--- config.mk ---
export PLATFORM = sky130hd
export DESIGN_NAME = reset_strap_config_select
export DESIGN_NICKNAME = d
export VERILOG_FILES = /design/src/hdl/strap_pkg.sv /design/src/hdl/strap_select_encoder.sv /design/src/hdl/reset_strap_config_select.sv
export VERILOG_INCLUDE_DIRS = /design/src /design/src/hdl
export SDC_FILE = /design/constraint.sdc
export NUM_CORES = 1
export LEC_CHECK = 0
export BUFFER_PORTS_ARGS = -buffer_cell sky130_fd_sc_hd__buf_2
export CAP_MARGIN = 0
export CORE_UTILIZATION = 30
export DETAILED_ROUTE_END_ITERATION = 8
export HOLD_SLACK_MARGIN = 0.03
export SYNTH_ARGS = -nofsm -noshare
export SYNTH_HDL_FRONTEND = slang
export SYNTH_SLANG_ARGS = --single-unit
--- constraint.sdc ---
create_clock -name sys_clk -period 4.3 [get_ports sys_clk]
set_input_delay 0.215 -clock sys_clk [delete_from_list [all_inputs] [get_ports sys_clk]]
set_output_delay 0.215 -clock sys_clk [all_outputs]
set_load 0.02 [all_outputs]
--- src/hdl/strap_defines.svh ---
// strap pin positions, default assignments and reset values
`ifndef STRAP_DEFINES_SVH
`define STRAP_DEFINES_SVH

// ----------------------------------------------------------------
// widths
// ----------------------------------------------------------------
`define STRAP_GPIO_W 10
`define STRAP_SEL_MIN_W 4
`define STRAP_CLK_OUT_W 12

// ----------------------------------------------------------------
// pin positions and default assignments
// ----------------------------------------------------------------
`define STRAP_PORT_SEL_PIN 9
`define STRAP_DEF_SEL_MASK 10'h00F

// ----------------------------------------------------------------
// reset values
// ----------------------------------------------------------------
`define STRAP_RST_PINS 10'h3FF
`define STRAP_RST_CLK_OUT_EN 12'h000
`define STRAP_RST_GPIO_OE 10'h000
`define STRAP_RST_SEL_WORD 10'h000

`endif

--- src/hdl/strap_pkg.sv ---
// types shared by the strap capture and configuration sequencer
`include "strap_defines.svh"

package strap_pkg;

  // ----------------------------------------------------------------
  // sequencer states and configuration sources
  // ----------------------------------------------------------------
  typedef enum logic [2:0] {
    ST_CAPTURE,
    ST_POWER,
    ST_INFO,
    ST_OTP,
    ST_EEPROM,
    ST_DONE
  } seq_state_t;

  typedef enum logic [1:0] {
    SRC_DEFAULT,
    SRC_OTP,
    SRC_EEPROM
  } cfg_source_t;

  // ----------------------------------------------------------------
  // complete state of the sequencer
  // ----------------------------------------------------------------
  typedef struct packed {
    seq_state_t st;
    logic [`STRAP_GPIO_W-1:0] pins;
    logic port_is_i2c;
    logic address_bit_two;
    logic eeprom_skip;
    logic [`STRAP_GPIO_W-1:0] sel_word;
    logic [`STRAP_CLK_OUT_W-1:0] clk_out_en;
    logic [`STRAP_GPIO_W-1:0] gpio_oe;
    logic power_en;
    logic pll_cal_start;
    logic otp_req;
    logic eeprom_req;
    logic cfg_done;
    cfg_source_t source;
  } seq_regs_t;

endpackage : strap_pkg

--- src/hdl/strap_select_encoder.sv ---
// decodes captured strap levels according to the pin function masks
`include "strap_defines.svh"

module strap_select_encoder (
  // captured straps
  input wire logic [`STRAP_GPIO_W-1:0] strap_pins,
  // pin function masks
  input wire logic [`STRAP_GPIO_W-1:0] sel_mask,
  input wire logic [`STRAP_GPIO_W-1:0] eeprom_mask,
  input wire logic [`STRAP_GPIO_W-1:0] addr_mask,
  // decoded values
  output logic [`STRAP_GPIO_W-1:0] sel_word,
  output logic eeprom_skip,
  output logic address_bit_two
);

  // ----------------------------------------------------------------
  // packs masked pins, lowest index to lsb
  // ----------------------------------------------------------------
  function automatic logic [`STRAP_GPIO_W-1:0] pack_pins(
    input logic [`STRAP_GPIO_W-1:0] pins,
    input logic [`STRAP_GPIO_W-1:0] mask
  );
    logic [`STRAP_GPIO_W-1:0] word;
    int unsigned k;
    word = '0;
    k = 0;
    for (int i = 0; i < `STRAP_GPIO_W; i++) begin
      if (mask[i]) begin
        word[k] = pins[i];
        k = k + 1;
      end
    end
    return word;
  endfunction : pack_pins

  logic [`STRAP_GPIO_W-1:0] eff_sel_mask;

  always_comb begin
    eff_sel_mask = (sel_mask == '0) ? `STRAP_DEF_SEL_MASK : sel_mask;
    sel_word = pack_pins(strap_pins, eff_sel_mask);
    eeprom_skip = |(strap_pins & eeprom_mask);
    address_bit_two = 1'b0;
    for (int i = 0; i < `STRAP_GPIO_W; i++) begin
      if (addr_mask[i]) begin
        address_bit_two = strap_pins[i];
      end
    end
  end

endmodule : strap_select_encoder

--- src/hdl/reset_strap_config_select.sv ---
// strap capture at reset release and initial configuration sequencing
// ----------------------------------------------------------------
// Functional notes
// - capture strap pin levels at reset release and build initial setup from them
// - captured pin 9 low selects spi, high selects i2c
// - port and address strap settings stay writable later; selection and eeprom skip do not
// - address bit two is zero when no pin carries that function
// - several address pins: the highest-indexed one wins
// - address bit pin affects only a port selected as i2c
// - high eeprom-disable strap skips all external eeprom reads at startup
// - no eeprom-disable pin: eeprom search runs at its normal step
// - any high eeprom-disable pin disables; board should assign just one
// - no selection pins assigned: pins 3 to 0 form the selection
// - undriven pulled-up default pins select stored set 15
// - selection pins may be sparse; lowest index is lsb
// - device information may assign up to ten selection pins
// - fewer than four pins fill low bits, upper bits zero
// - more than four pins form a wider selection word
// - pin function assignment comes from device information; unprogrammed keeps defaults
// - stored configuration loaded later may replace address and port setup
// - defaults keep all clock outputs off and all gpio as inputs
// - after reset release: enable power, start pll calibration, wait for pll lock
// - setup comes from straps, stored memory, eeprom or defaults
// - loading sequence starts only at reset release
// - stored set with bad checksum: clock outputs and gpio return to defaults, port and address writes stay
// ----------------------------------------------------------------
`include "strap_defines.svh"

module reset_strap_config_select (
  // clock and master reset
  input wire logic sys_clk,
  input wire logic reset_n,
  // strap pins
  input wire logic [`STRAP_GPIO_W-1:0] gpio_in,
  // device information from one-time memory
  input wire logic info_valid,
  input wire logic info_unprogrammed,
  input wire logic [`STRAP_GPIO_W-1:0] info_sel_mask,
  input wire logic [`STRAP_GPIO_W-1:0] info_eeprom_mask,
  input wire logic [`STRAP_GPIO_W-1:0] info_addr_mask,
  // power and pll bring-up
  input wire logic pll_locked,
  output logic power_en,
  output logic pll_cal_start,
  // stored configuration load from one-time memory
  output logic otp_load_req,
  output logic [`STRAP_GPIO_W-1:0] stored_config_set,
  input wire logic otp_load_done,
  input wire logic otp_checksum_ok,
  input wire logic otp_set_present,
  // external eeprom search
  output logic eeprom_search_req,
  input wire logic eeprom_search_done,
  input wire logic eeprom_found,
  // register writes from serial port or loader
  input wire logic cfg_wr,
  input wire logic cfg_port_is_i2c,
  input wire logic cfg_address_bit_two,
  input wire logic [`STRAP_CLK_OUT_W-1:0] cfg_clk_out_en,
  input wire logic [`STRAP_GPIO_W-1:0] cfg_gpio_oe,
  // resulting configuration and status
  output logic port_is_i2c,
  output logic address_bit_two,
  output logic eeprom_search_skip,
  output logic [`STRAP_CLK_OUT_W-1:0] clk_out_en,
  output logic [`STRAP_GPIO_W-1:0] gpio_oe,
  output logic config_done,
  output logic [1:0] config_source
);

  // ----------------------------------------------------------------
  // strap decode
  // ----------------------------------------------------------------
  strap_pkg::seq_regs_t cur_r;
  strap_pkg::seq_regs_t cur_nxt;
  logic [`STRAP_GPIO_W-1:0] dec_sel_word;
  logic dec_eeprom_skip;
  logic dec_addr_bit;
  logic [`STRAP_GPIO_W-1:0] use_sel_mask;
  logic [`STRAP_GPIO_W-1:0] use_eeprom_mask;
  logic [`STRAP_GPIO_W-1:0] use_addr_mask;

  always_comb begin
    if (info_unprogrammed) begin
      use_sel_mask = '0;
      use_eeprom_mask = '0;
      use_addr_mask = '0;
    end else begin
      use_sel_mask = info_sel_mask;
      use_eeprom_mask = info_eeprom_mask;
      use_addr_mask = info_addr_mask;
    end
  end

  strap_select_encoder u_encoder (
    .strap_pins(cur_r.pins),
    .sel_mask(use_sel_mask),
    .eeprom_mask(use_eeprom_mask),
    .addr_mask(use_addr_mask),
    .sel_word(dec_sel_word),
    .eeprom_skip(dec_eeprom_skip),
    .address_bit_two(dec_addr_bit)
  );

  // ----------------------------------------------------------------
  // sequencer
  // ----------------------------------------------------------------
  always_comb begin
    cur_nxt = cur_r;
    cur_nxt.pll_cal_start = 1'b0;
    cur_nxt.otp_req = 1'b0;
    cur_nxt.eeprom_req = 1'b0;
    case (cur_r.st)
      strap_pkg::ST_CAPTURE: begin
        cur_nxt.pins = gpio_in;
        cur_nxt.port_is_i2c = gpio_in[`STRAP_PORT_SEL_PIN];
        cur_nxt.power_en = 1'b1;
        cur_nxt.pll_cal_start = 1'b1;
        cur_nxt.st = strap_pkg::ST_POWER;
      end
      strap_pkg::ST_POWER: begin
        if (pll_locked) begin
          cur_nxt.st = strap_pkg::ST_INFO;
        end
      end
      strap_pkg::ST_INFO: begin
        if (info_valid) begin
          cur_nxt.address_bit_two = cur_r.port_is_i2c & dec_addr_bit;
          cur_nxt.eeprom_skip = dec_eeprom_skip;
          cur_nxt.sel_word = dec_sel_word;
          if (!info_unprogrammed) begin
            cur_nxt.otp_req = 1'b1;
            cur_nxt.st = strap_pkg::ST_OTP;
          end else if (!dec_eeprom_skip) begin
            cur_nxt.eeprom_req = 1'b1;
            cur_nxt.st = strap_pkg::ST_EEPROM;
          end else begin
            cur_nxt.st = strap_pkg::ST_DONE;
          end
        end
      end
      strap_pkg::ST_OTP: begin
        if (otp_load_done) begin
          if (otp_set_present && otp_checksum_ok) begin
            cur_nxt.source = strap_pkg::SRC_OTP;
          end else begin
            cur_nxt.clk_out_en = `STRAP_RST_CLK_OUT_EN;
            cur_nxt.gpio_oe = `STRAP_RST_GPIO_OE;
          end
          if (cur_r.eeprom_skip) begin
            cur_nxt.st = strap_pkg::ST_DONE;
          end else begin
            cur_nxt.eeprom_req = 1'b1;
            cur_nxt.st = strap_pkg::ST_EEPROM;
          end
        end
      end
      strap_pkg::ST_EEPROM: begin
        if (eeprom_search_done) begin
          if (eeprom_found) begin
            cur_nxt.source = strap_pkg::SRC_EEPROM;
          end
          cur_nxt.st = strap_pkg::ST_DONE;
        end
      end
      strap_pkg::ST_DONE: begin
        cur_nxt.cfg_done = 1'b1;
      end
      default: begin
        cur_nxt.st = strap_pkg::ST_DONE;
      end
    endcase
    if (cfg_wr && (cur_r.st != strap_pkg::ST_CAPTURE)) begin
      cur_nxt.port_is_i2c = cfg_port_is_i2c;
      cur_nxt.address_bit_two = cfg_address_bit_two;
      cur_nxt.clk_out_en = cfg_clk_out_en;
      cur_nxt.gpio_oe = cfg_gpio_oe;
    end
  end

  always_ff @(posedge sys_clk or negedge reset_n) begin
    if (!reset_n) begin
      cur_r.st <= strap_pkg::ST_CAPTURE;
      cur_r.pins <= `STRAP_RST_PINS;
      cur_r.port_is_i2c <= 1'b0;
      cur_r.address_bit_two <= 1'b0;
      cur_r.eeprom_skip <= 1'b0;
      cur_r.sel_word <= `STRAP_RST_SEL_WORD;
      cur_r.clk_out_en <= `STRAP_RST_CLK_OUT_EN;
      cur_r.gpio_oe <= `STRAP_RST_GPIO_OE;
      cur_r.power_en <= 1'b0;
      cur_r.pll_cal_start <= 1'b0;
      cur_r.otp_req <= 1'b0;
      cur_r.eeprom_req <= 1'b0;
      cur_r.cfg_done <= 1'b0;
      cur_r.source <= strap_pkg::SRC_DEFAULT;
    end else begin
      cur_r <= cur_nxt;
    end
  end

  // ----------------------------------------------------------------
  // outputs
  // ----------------------------------------------------------------
  assign power_en = cur_r.power_en;
  assign pll_cal_start = cur_r.pll_cal_start;
  assign otp_load_req = cur_r.otp_req;
  assign stored_config_set = cur_r.sel_word;
  assign eeprom_search_req = cur_r.eeprom_req;
  assign port_is_i2c = cur_r.port_is_i2c;
  assign address_bit_two = cur_r.address_bit_two;
  assign eeprom_search_skip = cur_r.eeprom_skip;
  assign clk_out_en = cur_r.clk_out_en;
  assign gpio_oe = cur_r.gpio_oe;
  assign config_done = cur_r.cfg_done;
  assign config_source = cur_r.source;

endmodule : reset_strap_config_select

* Yosys cells after proc, flatten, opt, wreduce, memory -nomap -nowiden *
Cells that the tools add are included.

word-level totals
  output and inout bits = 42
  register bits after elaboration = 55
  input port bits = 75

operators by class
  multiplexer cells = 90
  reductions and logical operators = 26
  bitwise gates (word level) = 3
  $add $sub $neg = 8
  equal/unequal tests = 12
  order comparisons = 18

operators by type and width
  operator                                                             number
  greater-or-equal comparator 32 x 1 -> 1 bit (second input constant)  8
  < comparator 32 x 5 -> 1 bit (second input constant)                 8
  two-way mux 32 bit                                                   8
  adder 32 x 1 -> 32 bit (second input constant)                       7
  two-way mux 10 bit                                                   13
  bitwise mux 10 bit                                                   9
  two-way mux 22 bit                                                   4
  demux 1 bit (select 4 bit)                                           9
  two-way mux 1 bit                                                    31
  two-way mux 12 bit                                                   2
  case mux 3 bit (6 select lines)                                      1
  two-way mux 3 bit                                                    5
  two-way mux 2 bit                                                    6
  != test 2 bit (second input constant)                                6
  nonzero test 2 bit                                                   6
  logical AND 1 bit                                                    11
  bitwise AND 10 bit                                                   1
  zero test 10 bit                                                     1
  AND reduction 5 bit                                                  2
  OR reduction 10 bit                                                  1
  equality test 3 x 2 -> 1 bit (second input constant)                 2
  equality test 3 bit (second input constant)                          2
  < comparator 1 x 5 -> 1 bit (second input constant)                  1
  case mux 2 bit (2 select lines)                                      1
  other kinds (11)                                                     12

* Longest topological paths before layout *
Gate-level depths: netlist (run 1).

  depth after elaboration = 29
  depth in mapped cells = 36
  mapped depth without buffers = 31

* By module *
From an unflattened synthesis (run 1), not the netlist that was laid out.

second synthesis, totals
  cell total of the unflattened synthesis = 613
  area total of the unflattened synthesis = 5338.9 um2

modules (own cells, without submodules)
  module                     cells each  area an instance (um2)  times used  seq. area each (um2)
  strap_select_encoder       396         2743.9                  1           0.0
  reset_strap_config_select  217         2595.0                  1           1388.8

* Worst setup path after synthesis (run 1) *
OpenSTA, ideal clock, no wires.

  path type = input to register
  start point = in info_unprogrammed
  end point = reg cur_r (netlist bit stored_config_set[9])
  arrival time = 6817 ps
  path slack = -2638 ps
  path buffers = 5
  data required time = 4179 ps
  stages on the path = 35
  cell sequence = buf_2 -> inv_1 -> clkbuf_1 -> nand2_1 -> ha_1 -> clkbuf_1 -> or3b_2 -> o211ai_1 -> a311o_1 -> ha_1 -> inv_1 -> mux2i_2 -> ha_1 -> nor2_1 -> a31oi_1 -> nand2_1 -> ha_1 -> nand2_1 -> a21oi_1 -> a21oi_1 -> inv_1 -> ha_1 -> mux2i_1 -> ha_1 -> a22oi_1 -> and2_1 -> clkbuf_1 -> ha_1 -> clkbuf_1 -> and3_1 -> o21ai_2 -> nor4_4 -> o21a_2 -> a21oi_1 -> a22o_1

on the way
  longest elaborated chain between the ends = 26

ends and longest elaborated chain
  element                                                                                    RTL line                                                source
  start, declared                                                                            reset_strap_config_select.sv:37                         input wire logic info_unprogrammed,
  two-way mux 10 bit *                                                                       reset_strap_config_select.sv:84                         if (info_unprogrammed) begin
  zero test 10 bit                                                                           strap_select_encoder.sv:40                              eff_sel_mask = (sel_mask == '0) ? `STRAP_DEF_SEL_MASK : sel_mask;
  two-way mux 10 bit *                                                                       strap_select_encoder.sv:40
  two-way mux 1 bit                                                                          strap_select_encoder.sv:29                              if (mask[i]) begin
  adder 1 x 1 -> 2 bit (tied with other cells)                                               strap_select_encoder.sv:31                              k = k + 1;
  two-way mux 32 bit or logical AND 1 bit (tied branches)                                    strap_select_encoder.sv:29, strap_select_encoder.sv:30
  adder 32 x 1 -> 32 bit (tied with other cells)                                             strap_select_encoder.sv:31
  two-way mux 32 bit (tied with other cells)                                                 strap_select_encoder.sv:29
  [10 not listed]                                                                            --
  adder 32 x 1 -> 32 bit (tied with other cells)                                             strap_select_encoder.sv:31
  two-way mux 32 bit (tied with other cells)                                                 strap_select_encoder.sv:29
  greater-or-equal comparator 32 x 1 -> 1 bit (not written as such) (tied with other cells)  strap_select_encoder.sv:30                              word[k] = pins[i];
  logical AND 1 bit (not written as such) (tied with other cells)                            strap_select_encoder.sv:30
  two-way mux 1 bit (not written as such) or bitwise mux 10 bit (tied branches)              strap_select_encoder.sv:30
  demux 1 bit (select 4 bit) or two-way mux 10 bit (tied branches)                           --
  bitwise mux 10 bit                                                                         strap_select_encoder.sv:30
  two-way mux 10 bit *                                                                       strap_select_encoder.sv:29
  end signal, assigned                                                                       reset_strap_config_select.sv:198                        cur_r <= cur_nxt;
  end, declared                                                                              reset_strap_config_select.sv:74                         strap_pkg::seq_regs_t cur_r;

Mark *: on every way between the ends. The rest lies on a longest branch, timed or not.
A chain may end at the register's enable or synchronous reset.

* Worst setup path in the final report (run 1) *
  start point = in info_sel_mask[2]
  end point = reg cur_r (netlist bit stored_config_set[9])

on the way
  longest elaborated chain between the ends = 26

ends and longest elaborated chain
  element                                                                                    RTL line                                                source
  start, declared                                                                            reset_strap_config_select.sv:38                         input wire logic [`STRAP_GPIO_W-1:0] info_sel_mask,
  two-way mux 10 bit *                                                                       reset_strap_config_select.sv:84
  zero test 10 bit                                                                           strap_select_encoder.sv:40
  two-way mux 10 bit *                                                                       strap_select_encoder.sv:40
  two-way mux 1 bit                                                                          strap_select_encoder.sv:29
  adder 1 x 1 -> 2 bit (tied with other cells)                                               strap_select_encoder.sv:31
  two-way mux 32 bit or logical AND 1 bit (tied branches)                                    strap_select_encoder.sv:29, strap_select_encoder.sv:30
  adder 32 x 1 -> 32 bit (tied with other cells)                                             strap_select_encoder.sv:31
  two-way mux 32 bit (tied with other cells)                                                 strap_select_encoder.sv:29
  [10 not listed]                                                                            --
  adder 32 x 1 -> 32 bit (tied with other cells)                                             strap_select_encoder.sv:31
  two-way mux 32 bit (tied with other cells)                                                 strap_select_encoder.sv:29
  greater-or-equal comparator 32 x 1 -> 1 bit (not written as such) (tied with other cells)  strap_select_encoder.sv:30
  logical AND 1 bit (not written as such) (tied with other cells)                            strap_select_encoder.sv:30
  two-way mux 1 bit (not written as such) or bitwise mux 10 bit (tied branches)              strap_select_encoder.sv:30
  demux 1 bit (select 4 bit) or two-way mux 10 bit (tied branches)                           --
  bitwise mux 10 bit                                                                         strap_select_encoder.sv:30
  two-way mux 10 bit *                                                                       strap_select_encoder.sv:29

Marked as above.

==> results.py, run 1 <==
metrics = {
    "place": {
        "final_gp_congestion": 0.874,
        "dp_worst_setup_slack_ns": -1.41,
        "placedCellCount": 1105,
        "port-buffer-count": 116,
        "hpwlAfterDp_um": 14400,
    },
    "final_layout": {
        "most_common_cell_after_layout_fill_and_taps_aside": "buf_4",
        "drive_gt1_share_pct": 40.9,
        "layout-area-overhead-vs-synth_pct": 36.4,
        "layout.nets": 990,
        "postLayoutCoreUtil_pct": 41.7,
        "instances_no_fill": 1128,
        "antenna_cells_inserted": 0,
        "final_cell_mix": "143 x buf_4, 113 x buf_2, 69 x nand2_1",
    },
    "sta": {
        "max_slew_headroom_pct": 42.2,
        "setup_viol_count_final": 10,
        "worst_clock_skew_on_the_final_layout_ns": 0.00652,
        "max_freq_mhz": 191,
        "fin_ws_ns": -0.938,
        "timing_max_transition_violations_final": 0,
        "grt_setup_unrepaired": "yes",
        "worst_slew_pin_slew_ns": 0.864,
        "finalCritPeriodShare_pct": 122,
        "finalSetupTns_ns": -8.90,
        "fin_crit_ns": 5.24,
        "finalHoldViolCount": 0,
    },
    "detailed_routing": {
        "wl_met3_um": 1120,
        "wirelength_met1_um": 8420,
        "drt_pass_1_iters": 5,
        "top_layer": "met4",
        "drt.antenna.violating_nets": 0,
        "post_drt_via_cell_ratio": 5.43,
        "totalWireLength_um": 18300,
        "post-route-drc-count": 0,
        "via_count": 6121,
        "drt_first_iter_violations": 426,
        "route.detailed.wl_per_inst_um": 16.2,
        "met2_length_um": 8520,
    },
    "worst_setup_path": {
        "critical-path-top-cell-by-count": "ha_4",
        "worst_path_arrival_ns": 5.42,
        "cp_top_family": "compound AO/OA/AOI/OAI gates",
        "worstReg2RegEnd": "stored_config_set[0]$_DFFE_PN0P_",
        "number_of_cells_traversed_by_the_worst_register_to_register_path": 11,
        "worst-path-max-fanout": 7,
        "max_stage_delay_ns": 0.54,
        "worstPathBufferInverterCount": 3,
        "worst-r2r-setup-slack_ns": 1.97,
        "cp-end-kind": "flip-flop",
        "worstSetupPathType": "primary input to flip-flop",
        "worst-endpoint-required_ns": 4.49,
        "critPathSlowestCell": "or4_4",
        "critPathLaunchType": "primary input",
        "regToRegStartpoint": "cur_r[44]$_DFFE_PN1P_",
    },
    "floorplanning": {
        "initial_util_pct": 30.6,
        "row_count": 50,
        "coreArea_sq_um": 18700,
        "floorplan.io_pins": 117,
        "die_y_um": 140,
        "die_width_um": 140,
        "total_die_area_sq_um": 19600,
    },
    "synthesis": {
        "post_synth_instance_area_sq_um": 5720,
        "muxShareOfSynthArea_pct": 6.04,
        "yosys_warnings": 0,
        "synth_sequential_area_ratio_pct": 24.3,
        "synth_top_family_by_area": "compound AO/OA/AOI/OAI gates",
        "post_synth_xor_area_fraction_pct": 5.43,
        "area_fraction_in_compound_gates_after_synthesis_pct": 26.7,
        "synthArstFlopShare_pct": 100,
        "ys_types": 88,
        "synthesis.nets": 794,
        "ys.flop_type": "dfrtp_1",
        "simple_logic_cell_fraction_of_the_synthesized_area_pct": 23.4,
        "synthCells": 697,
        "avgSynthCellArea_sq_um": 8.20,
        "postSynthRegisterBits": 55,
        "synth_enable_flop_cells": 0,
        "synth-adder-area-share_pct": 4.99,
    },
    "worst_hold_path": {
        "hold_path_class": "primary input to asynchronous set/reset pin",
    },
    "clocking": {
        "worst_skew_pair.late_latency_ns": 0.30,
        "clock_tree.buffer_depth": 2,
        "clock_tree.root_cell": "clkbuf_16",
        "cts.reportedPaths.clkPinSlew_ns": 0.07,
        "tritoncts_clock_tree": "built",
        "cts_hold_buf": 0,
        "numClockSinks": 55,
        "h-tree-depth": 2,
        "cts_made_buffers": 5,
    },
    "grt": {
        "initial_antenna_violation_count": 0,
        "wire_length_of_the_first_global_routing_pass_um": 29200,
        "vias_in_the_first_global_route": 5639,
        "globalRouteTotalUtil_pct": 18.4,
        "global_route.overflow_total": 0,
        "grt_start_max_net_pins": 56,
    },
    "run_status": {
        "status": "finished, violations left",
        "violated_checks": "setup timing",
    },
    "flow_run": {
        "drv.max_cap_violation_count": 0,
    },
    "power": {
        "powerDensity_nw_per_um2": 368,
        "p_leak_nw": 3.52,
        "post-layout-total-power_mw": 2.87,
        "worst_ir_drop_vdd_uv": 175,
    },
}
[per-stage QoR]
stage	hold WS (ns)	area (sq um)
2_1_floorplan	-0.0806	5910
3_3_place_gp	0.392	7280
3_5_place_dp	0.393	7280
4_1_cts	0.0722	7680
5_1_grt	0.101	7800
6_report	0.0369	7800
[where the power goes]
part	switching, mW	internal [mW]	total [mW]
combinational	0.848	0.748	1.60
sequential	0.187	0.691	0.878
clock	0.181	0.216	0.397
total	1.22	1.65	2.87
[flip-flops by register name, summed over array words and instances, names as in the netlist]
signal              count
power_en                1
pll_cal_start           1
address_bit_two         1
config_done             1
gpio_oe                10
cur_r                  13
config_source           2
otp_load_req            1
stored_config_set      10
clk_out_en             12
eeprom_search_skip      1
port_is_i2c             1
eeprom_search_req       1
[cell usage after synthesis, types with 5 or more instances]
cell type	number	area [sq um]
clkbuf_1	35	131
a22oi_1	5	37.5
nor4_1	5	31.3
mux2_2	9	101
and3_1	5	31.3
o211ai_1	7	52.6
dfrtp_1	45	1130
or4_1	5	37.5
nand2b_1	7	43.8
nand2_1	72	270
dfstp_2	10	263
a31oi_1	7	43.8
nand3_1	25	125
o22ai_1	8	50.1
o21ai_1	6	30.0
o21ai_0	32	160
a22o_1	25	219
mux2i_1	23	230
a21oi_1	32	160
xnor3_1	7	158
nor2b_1	10	62.6
inv_1	25	93.8
o31ai_1	7	52.6
ha_1	22	275
buf_4	34	255
nand4_1	17	106
and2_1	5	31.3
nor3_1	15	75.1
a32oi_1	6	52.6
nor2_1	62	233
a21o_1	6	45.0
nand3b_1	7	52.6
xnor2_1	12	105
[routing by layer]
layer	vias to the layer above	GRT usage [%]
met5	-	0
met4	0	3.76
met3	15	2.12
met2	223	30.0
met1	2919	26.1
li1	2964	-
[final cells by class]
type	count	area, sq um
clock buffers	7	133
clock inverters	1	5.00
fillers	1836	10900
inverters	25	104
multi-input cells	542	4140
flip-flops and latches	55	1390
well taps	234	293
repair buffers	264	1730
[worst register-to-register path: cells and delay by family (launching register included)]
| kind | cells | cell delay [ns] |
|---|---|---|
| AOI/OAI and AO/OA | 8 | 1.43 |
| DFF | 1 | 0.61 |
| and+or+nand+nor | 3 | 0.24 |
[worst max path at each step]
stage                            from                          endpoint  cells after the start
finish               info_sel_mask[2]  stored_config_set[9]$_DFFE_PN0P_                     28
global route         info_sel_mask[2]  stored_config_set[9]$_DFFE_PN0P_                     28
CTS                  info_sel_mask[2]  stored_config_set[4]$_DFFE_PN0P_                     29
detailed placement   info_sel_mask[2]  stored_config_set[5]$_DFFE_PN0P_                     28
global placement     info_sel_mask[3]  stored_config_set[5]$_DFFE_PN0P_                     28
floorplan           info_unprogrammed  stored_config_set[5]$_DFFE_PN0P_                     35
[cells by family after synthesis]
family / count (synthesis)
AO/OA/AOI/OAI: 205
adder cells (fa/ha/maj): 23
XOR/XNOR: 21
buffers and inverters: 100
AND/OR/NAND/NOR: 260
flip-flops: 55
multiplexers: 33
[what timing repair did]
action,in CTS,in global routing
setup buffers,8,7
pin swaps,17,12
gates resized for setup,41,15
endpoints found under the setup margin,10,10
No activity file was read; power rests on OpenSTA's default activity.
==> run 2: changes to the inputs <==
Settings changed: REMOVE_ABC_BUFFERS set to 1.
==> results.py, run 2 (synthesis gave the netlist of run 1 again) <==
metrics = {
    "worst_setup_path": {
        "number_of_cells_traversed_by_the_worst_register_to_register_path": 11,
        "worst-path-max-fanout": 4,
        "worstReg2RegEnd": "stored_config_set[0]$_DFFE_PN0P_",
        "cp-end-kind": "flip-flop",
        "worst-r2r-setup-slack_ns": 1.81,
        "worst-endpoint-required_ns": 4.53,
        "critPathSlowestCell": "or4_4",
        "worst_path_arrival_ns": 5.57,
        "max_stage_delay_ns": 0.55,
        "critPathLaunchType": "primary input",
        "regToRegStartpoint": "cur_r[44]$_DFFE_PN1P_",
        "critPathLaunch": "info_sel_mask[7]",
        "worstSetupPathType": "primary input to flip-flop",
        "endpoint": "stored_config_set[6]$_DFFE_PN0P_",
    },
    "grt": {
        "globalRouteTotalUtil_pct": 19.2,
        "vias_in_the_first_global_route": 5854,
        "grt_start_max_net_pins": 56,
        "global_route.overflow_total": 0,
        "wire_length_of_the_first_global_routing_pass_um": 30200,
        "initial_antenna_violation_count": 0,
    },
    "run_status": {
        "violated_checks": "setup timing",
        "status": "finished, violations left",
    },
    "power": {
        "powerDensity_nw_per_um2": 376,
        "worst_ir_drop_vdd_uv": 191,
        "p_leak_nw": 3.64,
    },
    "detailed_routing": {
        "post-route-drc-count": 0,
        "post_drt_via_cell_ratio": 5.37,
        "route.detailed.wl_per_inst_um": 17.0,
        "via_count": 6132,
        "drt.antenna.violating_nets": 0,
        "drt_first_iter_violations": 483,
        "totalWireLength_um": 19400,
        "drt_pass_1_iters": 5,
    },
    "clocking": {
        "cts_made_buffers": 5,
        "clock_tree.buffer_depth": 2,
        "worst_skew_pair.late_latency_ns": 0.29,
        "cts.reportedPaths.clkPinSlew_ns": 0.07,
        "numClockSinks": 55,
        "tritoncts_clock_tree": "built",
        "clock_tree.root_cell": "clkbuf_16",
        "h-tree-depth": 2,
    },
    "sta": {
        "worst_slew_pin_slew_ns": 0.885,
        "finalCritPeriodShare_pct": 124,
        "worst_clock_skew_on_the_final_layout_ns": 0.00583,
        "max_slew_headroom_pct": 40.8,
        "finalHoldViolCount": 0,
        "grt_setup_unrepaired": "yes",
        "fin_ws_ns": -1.04,
        "timing_max_transition_violations_final": 0,
        "fin_crit_ns": 5.34,
        "max_freq_mhz": 187,
        "setup_viol_count_final": 10,
    },
    "final_layout": {
        "layout.nets": 1004,
        "fillerInstances": 1861,
        "regMostFlops": "cur_r",
        "most_common_cell_after_layout_fill_and_taps_aside": "buf_4",
        "antenna_cells_inserted": 0,
        "reg.largest.list": "cur_r x13, clk_out_en x12",
        "seqCellArea_sq_um": 1390,
        "postLayoutCoreUtil_pct": 42.8,
        "multi_input_area_sq_um": 4200,
        "drive_gt1_share_pct": 43.0,
        "largest_register_ff_count": 13,
        "final_cell_mix": "152 x buf_4, 112 x buf_2, 69 x nand2_1",
        "layout-area-overhead-vs-synth_pct": 40.0,
    },
    "floorplanning": {
        "total_die_area_sq_um": 19600,
        "die_width_um": 140,
        "initial_util_pct": 30.6,
        "row_count": 50,
        "die_y_um": 140,
        "coreArea_sq_um": 18700,
        "floorplan.io_pins": 117,
    },
    "place": {
        "hpwlAfterDp_um": 14900,
        "dp_worst_setup_slack_ns": -1.66,
        "port-buffer-count": 116,
        "final_gp_congestion": 0.898,
    },
    "flow_run": {
        "drv.max_cap_violation_count": 0,
    },
    "worst_hold_path": {
        "hold_path_class": "primary input to asynchronous set/reset pin",
    },
}
-- run 2: cell types whose count changed in the layout (fill, tap and decap cells not counted), moves of 3 or more --
cell	previous run	this run
nor2_1	59	54
buf_4	143	152
o21ai_1	8	11
o21ai_0	29	25
ha_1	12	15
nor2_2	3	7
buf_6	8	14
xnor2_4	0	3
-- run 2: how the worst min path moves through the flow --
stage                              endpoint     from  slack [ns]
2_1_floorplan   address_bit_two$_DFFE_PN0P_  reset_n       -0.08
3_3_place_gp   config_source[1]$_DFFE_PN0P_  reset_n        0.39
3_5_place_dp   config_source[1]$_DFFE_PN0P_  reset_n        0.39
4_1_cts        config_source[1]$_DFFE_PN0P_  reset_n        0.07
5_1_grt          clk_out_en[10]$_DFFE_PN0P_  reset_n        0.10
6_report       config_source[1]$_DFFE_PN0P_  reset_n        0.04
-- run 2: what timing repair did --
action | in CTS | in global routing
hold buffers | 0 | 0
resized for setup | 51 | 45
setup endpoints to repair | 10 | 10
pin swaps | 30 | 20
buffers inserted | 14 | 9
-- run 2: critical path: cells and delay by family --
kind            cells  cell delay, ns
compound gates      7            1.60
simple gates        7            1.57
fa+ha+maj           4            0.95
buf+inv             5            0.54
xor+xnor            2            0.50
mux                 1            0.17
-- run 2: per-stage QoR --
| stage | total power [mW] | hold WS, ns | std cells | TNS [ns] | instance area, sq um |
|---|---|---|---|---|---|
| CTS | 2.89 | 0.0676 | 1133 | -9.20 | 7710 |
| finish | 3.01 | 0.0429 | 1142 | -9.68 | 8000 |
| global placement | 2.29 | 0.390 | 1111 | -15.00 | 7210 |
| global route | 3.19 | 0.103 | 1142 | -11.69 | 8000 |
| floorplan | 1.65 | -0.0806 | 622 | -20.01 | 5290 |
| detailed placement | 2.30 | 0.389 | 1111 | -15.90 | 7210 |
-- run 2: where the power goes --
group / total [mW] / switching (mW) / internal (mW)
clock network: 0.474 / 0.184 / 0.290
registers: 0.889 / 0.199 / 0.691
logic: 1.65 / 0.875 / 0.773
-- run 2: cell type report --
class	instances	share of cell area [%]
Clock buffer	6	1.74
Clock inverter	2	0.438
Inverter	25	1.17
Multi-Input combinational cell	542	52.4
Sequential cell	55	17.4
Tap cell	234	3.66
Timing Repair Buffer	278	23.2
-- run 2: metal layers --
metal	part of all wire [%]	track usage, %	vias up
met2	49	33.4	153
met3	2.9	1.88	40
met5	0	0	-
li1	-	-	2989
met1	45	25.1	2950
met4	2.6	5.32	0
